## config.mk

```make
export PLATFORM = sky130hd
export DESIGN_NAME = anpr_regs
export DESIGN_NICKNAME = d
export VERILOG_FILES = /design/src/hw/anpr_pkg.sv /design/src/hw/anpr_regs.sv
export SDC_FILE = /design/constraint.sdc
export NUM_CORES = 1
export LEC_CHECK = 0
export BUFFER_PORTS_ARGS = -buffer_cell sky130_fd_sc_hd__buf_2
export CORE_ASPECT_RATIO = 2
export CORE_MARGIN = 5
export CORE_UTILIZATION = 53
export DETAILED_ROUTE_END_ITERATION = 7
export PLACE_DENSITY = 0.93
export RECOVER_POWER = 100
export SLEW_MARGIN = 5
export SYNTH_ARGS = -nofsm -noshare
export SYNTH_HDL_FRONTEND = slang
export SYNTH_SLANG_ARGS = --single-unit
```

## constraint.sdc

```tcl
create_clock -name CLK_SYS_I -period 2.7 [get_ports CLK_SYS_I]
set_input_delay 0.135 -clock CLK_SYS_I [delete_from_list [all_inputs] [get_ports CLK_SYS_I]]
set_output_delay 0.135 -clock CLK_SYS_I [all_outputs]
set_load 0.01 [all_outputs]
```

## src/hw/anpr_pkg.sv

```systemverilog
// Package of the auto-negotiation page register bank
package anpr_pkg;

	// Avalon byte address width and word index width
	localparam int ADR_W = 6;
	localparam int IDX_W = 4;
	localparam int WRD_LSB = 2;

	// Register indices; byte address is four times the index
	localparam logic [IDX_W-1:0] IDX_ADV  = 4'h4;
	localparam logic [IDX_W-1:0] IDX_LPA  = 4'h5;
	localparam logic [IDX_W-1:0] IDX_EXP  = 4'h6;
	localparam logic [IDX_W-1:0] IDX_NPTX = 4'h7;
	localparam logic [IDX_W-1:0] IDX_LPNP = 4'h8;

	// Shared field positions of ability and page words
	localparam int B_NP    = 15;
	localparam int B_ACK   = 14;
	localparam int B_RF    = 13;
	localparam int B_MP    = 13;
	localparam int B_ACK2  = 12;
	localparam int B_TOG   = 11;
	localparam int B_T4    = 9;
	localparam int B_100FD = 8;
	localparam int B_100   = 7;
	localparam int B_10FD  = 6;

	// Expansion register field positions
	localparam int B_PDF   = 4;
	localparam int B_LPNPA = 3;
	localparam int B_NPA   = 2;
	localparam int B_PRX   = 1;
	localparam int B_LPAN  = 0;

	// Reset values, writable-bit masks and partner load masks
	localparam logic [15:0] ADV_RST  = 16'h0021;
	localparam logic [15:0] ADV_WMSK = 16'hA5FF;
	localparam logic [15:0] LPA_RST  = 16'h0001;
	localparam logic [15:0] LPA_MSK  = 16'hEFFF;
	localparam logic [15:0] NP_RST   = 16'h2001;
	localparam logic [15:0] NP_WMSK  = 16'hB7FF;
	localparam logic [15:0] LPNP_MSK = 16'hF000;
	localparam logic [15:0] ZERO16   = 16'h0000;

	// Avalon-MM request carried as one bundle
	typedef struct packed {
		logic              read;
		logic              write;
		logic [ADR_W-1:0]  address;
		logic [3:0]        byteenable;
		logic [31:0]       writedata;
	} anpr_avs_req_t;

	// Whole state of the register bank
	typedef struct packed {
		logic        wreq;
		logic [31:0] rdata;
		logic [15:0] adv;
		logic [15:0] lpa;
		logic [15:0] np;
		logic [15:0] lpnp;
		logic        pdf;
		logic        prx;
		logic        lpan;
	} anpr_state_t;

endpackage

```

## src/hw/anpr_regs.sv

```systemverilog
// Auto-negotiation ability and page register bank with Avalon-MM slave
// Operation
// (RL1) Advertise next page: RW, reset 0
// (RL2) Advertise remote fault: RW, reset 0
// (RL3) Advertise pause: RW, reset 0
// (RL4) T4 and reserved advert bits read 0
// (RL5) 100 full: RW, reset speed and duplex straps
// (RL6) 100 half: RW, reset speed strap
// (RL7) 10 full: RW, reset duplex strap
// (RL8) 10 half: RW, reset 1
// (RL9) Selector resets 00001; partner copy read-only
// (RL10) Partner ability read-only; bit14 word received
// (RL11) Partner fault and ability bits mirrored
// (RL12) Partner pause field decodes four ways
// (RL13) Parallel detect fault latches high; upper zero
// (RL14) Expansion reports partner next page able
// (RL15) Expansion local next page able reads 1
// (RL16) Page received latches high on page
// (RL17) Expansion reports partner auto-negotiation able
// (RL18) Next page, message, comply bits RW; 14 zero
// (RL19) Transmit toggle bit mirrors previous toggle
// (RL20) Eleven-bit message field RW, reset 001
// (RL21) Partner next page bits read-only, reset 0
// (RL22) Partner toggle bit reads inverse toggle
// (RL23) Latched flags clear on read unless active
// (RL24) Writes to read-only bits ignored
//
// Design decision made here: the Avalon-MM slave port.
`timescale 1ns/1ps
module anpr_regs
	import anpr_pkg::*;
(
	// Clock and reset
	input  wire logic          CLK_SYS_I,
	input  wire logic          NRST_I,
	// Avalon-MM slave
	input  wire anpr_avs_req_t AVS_REQ_I,
	output logic [31:0]        AVS_READDATA_O,
	output logic               AVS_WAITREQUEST_O,
	// Straps, sampled during reset
	input  wire logic          SPEED_STRAP_PIN_I,
	input  wire logic          DUPLEX_STRAP_I,
	// From the negotiation engine
	input  wire logic [15:0]   LP_WORD_I,
	input  wire logic          LP_BASE_LD_I,
	input  wire logic          LP_NP_LD_I,
	input  wire logic          PD_FAULT_I,
	input  wire logic          LP_AN_ABLE_I,
	input  wire logic          TX_TOGGLE_I,
	// To the negotiation engine
	output logic [15:0]        ADV_WORD_O,
	output logic [15:0]        NP_TX_WORD_O
);

	anpr_state_t      st;
	anpr_state_t      nx;
	logic             req;
	logic             done;
	logic             rd_exp;
	logic             pg_evt;
	logic [IDX_W-1:0] idx;
	logic [15:0]      lane;
	logic [15:0]      rd_val;
	logic [15:0]      exp_val;

	assign idx = AVS_REQ_I.address[WRD_LSB +: IDX_W];
	assign req = AVS_REQ_I.read | AVS_REQ_I.write;
	// Transfer completes on the edge where waitrequest is seen low
	assign done = req & ~st.wreq;
	assign rd_exp = done & AVS_REQ_I.read & (idx == IDX_EXP);
	assign pg_evt = LP_BASE_LD_I | LP_NP_LD_I;
	assign lane = {{8{AVS_REQ_I.byteenable[1]}}, {8{AVS_REQ_I.byteenable[0]}}};

	// Live causes are folded in so an event caught mid-read is not lost
	always_comb begin
		exp_val = ZERO16;
		exp_val[B_PDF] = st.pdf | PD_FAULT_I; // RL13
		exp_val[B_LPNPA] = st.lpa[B_NP]; // RL14
		exp_val[B_NPA] = 1'b1; // RL15
		exp_val[B_PRX] = st.prx | pg_evt; // RL16
		exp_val[B_LPAN] = st.lpan; // RL17
	end

	// Unmapped words read as zero and still complete
	always_comb begin
		unique case (idx)
			IDX_ADV: begin
				rd_val = st.adv;
			end
			IDX_LPA: begin
				rd_val = st.lpa;
			end
			IDX_EXP: begin
				rd_val = exp_val;
			end
			IDX_NPTX: begin
				rd_val = st.np;
			end
			IDX_LPNP: begin
				rd_val = st.lpnp;
			end
			default: begin
				rd_val = ZERO16;
			end
		endcase
	end

	always_comb begin
		nx = st;
		nx.wreq = 1'b1;
		// One wait cycle, then the answer stands for one cycle
		if (req && st.wreq) begin
			nx.wreq = 1'b0;
			nx.rdata = {ZERO16, rd_val};
		end
		if (done && AVS_REQ_I.write) begin
			if (idx == IDX_ADV) begin
				nx.adv = (st.adv & ~(ADV_WMSK & lane))
					| (AVS_REQ_I.writedata[15:0] & ADV_WMSK & lane); // RL1 RL2 RL3 RL4 RL24
			end
			if (idx == IDX_NPTX) begin
				nx.np = (st.np & ~(NP_WMSK & lane))
					| (AVS_REQ_I.writedata[15:0] & NP_WMSK & lane); // RL18 RL20 RL24
			end
		end
		// Partner words keep their own pause pair; decode is software's
		if (LP_BASE_LD_I) begin
			nx.lpa = LP_WORD_I & LPA_MSK; // RL10 RL11 RL12
		end
		if (LP_NP_LD_I) begin
			nx.lpnp = (st.lpnp & ~LPNP_MSK) | (LP_WORD_I & LPNP_MSK); // RL21
		end
		nx.np[B_TOG] = TX_TOGGLE_I; // RL19
		nx.lpnp[B_TOG] = ~TX_TOGGLE_I; // RL22
		// Set wins over the clear by read
		nx.pdf = PD_FAULT_I | (st.pdf & ~rd_exp); // RL13 RL23
		nx.prx = pg_evt | (st.prx & ~rd_exp); // RL16 RL23
		nx.lpan = LP_AN_ABLE_I; // RL17
		if (!NRST_I) begin
			nx.wreq = 1'b1;
			nx.rdata = {ZERO16, ZERO16};
			nx.adv = ADV_RST; // RL8 RL9
			nx.adv[B_100FD] = SPEED_STRAP_PIN_I & DUPLEX_STRAP_I; // RL5
			nx.adv[B_100] = SPEED_STRAP_PIN_I; // RL6
			nx.adv[B_10FD] = DUPLEX_STRAP_I; // RL7
			nx.lpa = LPA_RST; // RL9 RL10
			nx.np = NP_RST; // RL18 RL20
			nx.lpnp = ZERO16; // RL21
			nx.pdf = 1'b0;
			nx.prx = 1'b0;
			nx.lpan = 1'b0;
		end
	end

	always_ff @(posedge CLK_SYS_I) begin
		st <= nx;
	end

	assign AVS_READDATA_O = st.rdata;
	assign AVS_WAITREQUEST_O = st.wreq;
	assign ADV_WORD_O = st.adv;
	assign NP_TX_WORD_O = st.np;
endmodule

```

==> impl_metrics.json <==
{
  "die_h_um": 123.7,
  "synthDistinctLibCells": 43,
  "path_max_fanout": 20,
  "hold_buffers": 1,
  "period_needed_ns": 2.031,
  "syn_to_final_growth_pct": 8.443,
  "rows": 41,
  "drcViolationCount": 0,
  "syn_area_sq_mm": 0.003423,
  "required_ns": 2.94,
  "final-hold-violation-count": 0,
  "synthTopCellsByArea": "dfxtp_1, buf_4, mux2i_1, nand2_1, nor2b_1",
  "critPathCaptureType": "flop",
  "overflow": 0,
  "path_cells": "clkbuf_1, and2_0, and3_1, mux2i_1",
  "place.gp.congestion": 0.8451,
  "dp_cells": 464,
  "grt_pass1_vias": 2576,
  "start_util": 0.5425,
  "synth_cells": 349,
  "clock_sinks": 67,
  "design.portCount": 134,
  "wl_per_cell_um": 17.10,
  "finalSetupTns_ns": 0,
  "max_freq_mhz": 492.3,
  "vdd.ir_drop.worst_v": 0.0004284,
  "die_x_um": 66.83,
  "hold_class": "in -> reg",
  "worstSetupPathType": "in -> reg",
  "grt_pass1_wl_mm": 12.52,
  "fp.dieArea_sq_mm": 0.008264,
  "clk_pin_slew_ns": 0.05,
  "cpPeakStageDelay_ns": 0.95,
  "cts_tree": "yes",
  "grtUsageTotal": 0.2042,
  "grt_max_degree": 52,
  "max_slew_margin": 0.1141,
  "cp_slowest_cell": "clkbuf_1",
  "status": "completed",
  "core_sq_mm": 0.006310,
  "yosysSeqAreaShare": 0.4006,
  "root_buffer": "clkbuf_16",
  "vias": 2494,
  "holdPathStages": 2,
  "reg2reg_depth": 4,
  "grt_antenna_before_repair": 0,
  "io_buffers": 90,
  "wirelength_mm": 8.241,
  "power_density_mw_per_mm2": 618.6,
  "synth-edff-count": 3,
  "critPathLaunchType": "input pin",
  "cp_data_arrival_time_ns": 2.28,
  "dr.pass1.iters": 4,
  "crit_family": "buffers and inverters",
  "cap_viol_max_count": 0,
  "final_nets": 459,
  "ys_ff_latch": 67,
  "ant_nets": 0,
  "dpl.hpwl_mm": 5.946,
  "drt_iter0_markers": 105,
  "final.period_utilization": 0.7524,
  "finalPower_w": 0.002296,
  "cts_setup_buffers": 0,
  "synthFlopType": "dfxtp_1",
  "path_buf_inv": 1,
  "synth_top_area_share": 0.3743,
  "htreeDepth": 3,
  "cts.path.max_buffers": 2,
  "crit_cells": 4,
  "synth.largest_area_cell": "dfxtp_1",
  "async_flop_share": 0,
  "clock_latency_ns": 0.33,
  "yosysWarnings": 0,
  "holdWs_ns": 0.01605,
  "avgSynthCellArea_sq_um": 9.809,
  "drive_gt1_frac": 0.1924,
  "slew_viol_final": 0,
  "setup_viol": 0,
  "stdcell_count": 482,
  "rsz0062_at_grt": "false",
  "via_per_inst": 5.174,
  "p_leak_nw": 1.516,
  "worst_slew_pin_slew_ns": 1.329,
  "cts_made_buffers": 9,
  "ctsResizeCount": 0,
  "finClkSkew_ns": 0.003632
}
==> cell families (layout without fill, tap and decap cells) <==
kind of cell / after synthesis / count (layout) / share of synthesized area
AO/OA/AOI/OAI: 41 / 41 / 0.09284
buffers and inverters: 89 / 115 / 0.1743
flip-flops: 67 / 67 / 0.4006
multiplexers: 57 / 57 / 0.1857
other: 1 / 22 / 0.001095
AND/OR/NAND/NOR: 94 / 94 / 0.1455
==> per-layer routing <==
metal	GRT usage	wire [um]	vias up
met2	0.3675	4488	99
li1	-	-	1200
met3	0.03610	497	16
met5	0	0	-
met1	0.2119	3014	1179
met4	0.1272	240	0
==> report_power, final <==
part	switching [W]	internal, W	total (W)
Clock	0.000398	0.000641	0.00104
Combinational	0.000122	0.0000903	0.000213
Sequential	0.0000177	0.00103	0.00104
==> worst register-to-register path, cell delays in order, from the launching register on <==
cell	delay, ns
dfxtp_1	0.36
o21ai_0	0.09
clkbuf_1	0.25
and2_0	0.86
a22o_1	0.27
==> worst paths after layout <==
kind	from	end	slack, ns
setup / recovery	AVS_REQ_I[39]	NP_TX_WORD_O[5]	0.67
hold / removal	LP_AN_ABLE_I	exp_val[0]	0.02
setup reg to reg	AVS_WAITREQUEST_O	AVS_READDATA_O[1]	0.82
hold reg to reg	AVS_READDATA_O[7]	AVS_READDATA_O[7]	0.46
==> cells in the final DEF, fill, tap and decap left out, drive strengths merged, types with 2 or more instances in the layout <==
master,netlist,final
a22o,5,5
a22oi,10,10
and2,6,6
and3,4,4
and3b,5,5
buf,76,44
clkbuf,9,63
clkinv,0,3
conb,1,21
dfxtp,64,64
edfxtp,3,3
inv,4,4
mux2,12,12
mux2i,41,41
mux4,4,4
nand2,42,42
nand4,2,2
nor2,3,3
nor2b,23,23
o211ai,3,3
o21ai,3,3
o22ai,2,2
o2bb2ai,8,8
or2,2,2
==> cells in the mapped netlist, types with 6 or more instances <==
library cell	instances
a22oi_1	10
and2_1	6
buf_2	9
buf_4	65
clkbuf_1	9
dfxtp_1	64
mux2_2	12
mux2i_1	41
nand2_1	42
nor2b_1	23
o2bb2ai_1	8
==> layout make-up <==
class	instances	area (sq um)
Fill cell	582	2597
Tap cell	86	107.6
Antenna cell	1	2.502
Multi-Input combinational cell	213	1530
Clock buffer	13	250.2
Inverter	4	15.01
Clock inverter	3	15.01
Timing Repair Buffer	95	420.4
Sequential cell	67	1371
==> flip-flops by register name, indices dropped and copies added, names as in the netlist <==
| signal | count |
|---|---|
| AVS_READDATA_O | 16 |
| NP_TX_WORD_O | 15 |
| exp_val | 2 |
| AVS_WAITREQUEST_O | 1 |
| ADV_WORD_O | 12 |
| st | 21 |
==> per-stage QoR <==
step	worst slack [ns]	utilization	cell area (sq um)
6_report	0.6686	0.5883	3712
5_1_grt	0.5214	0.5879	3710
4_1_cts	1.029	0.5990	3780
3_5_place_dp	0.7755	0.5554	3505
3_3_place_gp	0.8306	0.5554	3505
2_1_floorplan	1.327	-	3498
Note: power is estimated with default switching activity, not from simulation.
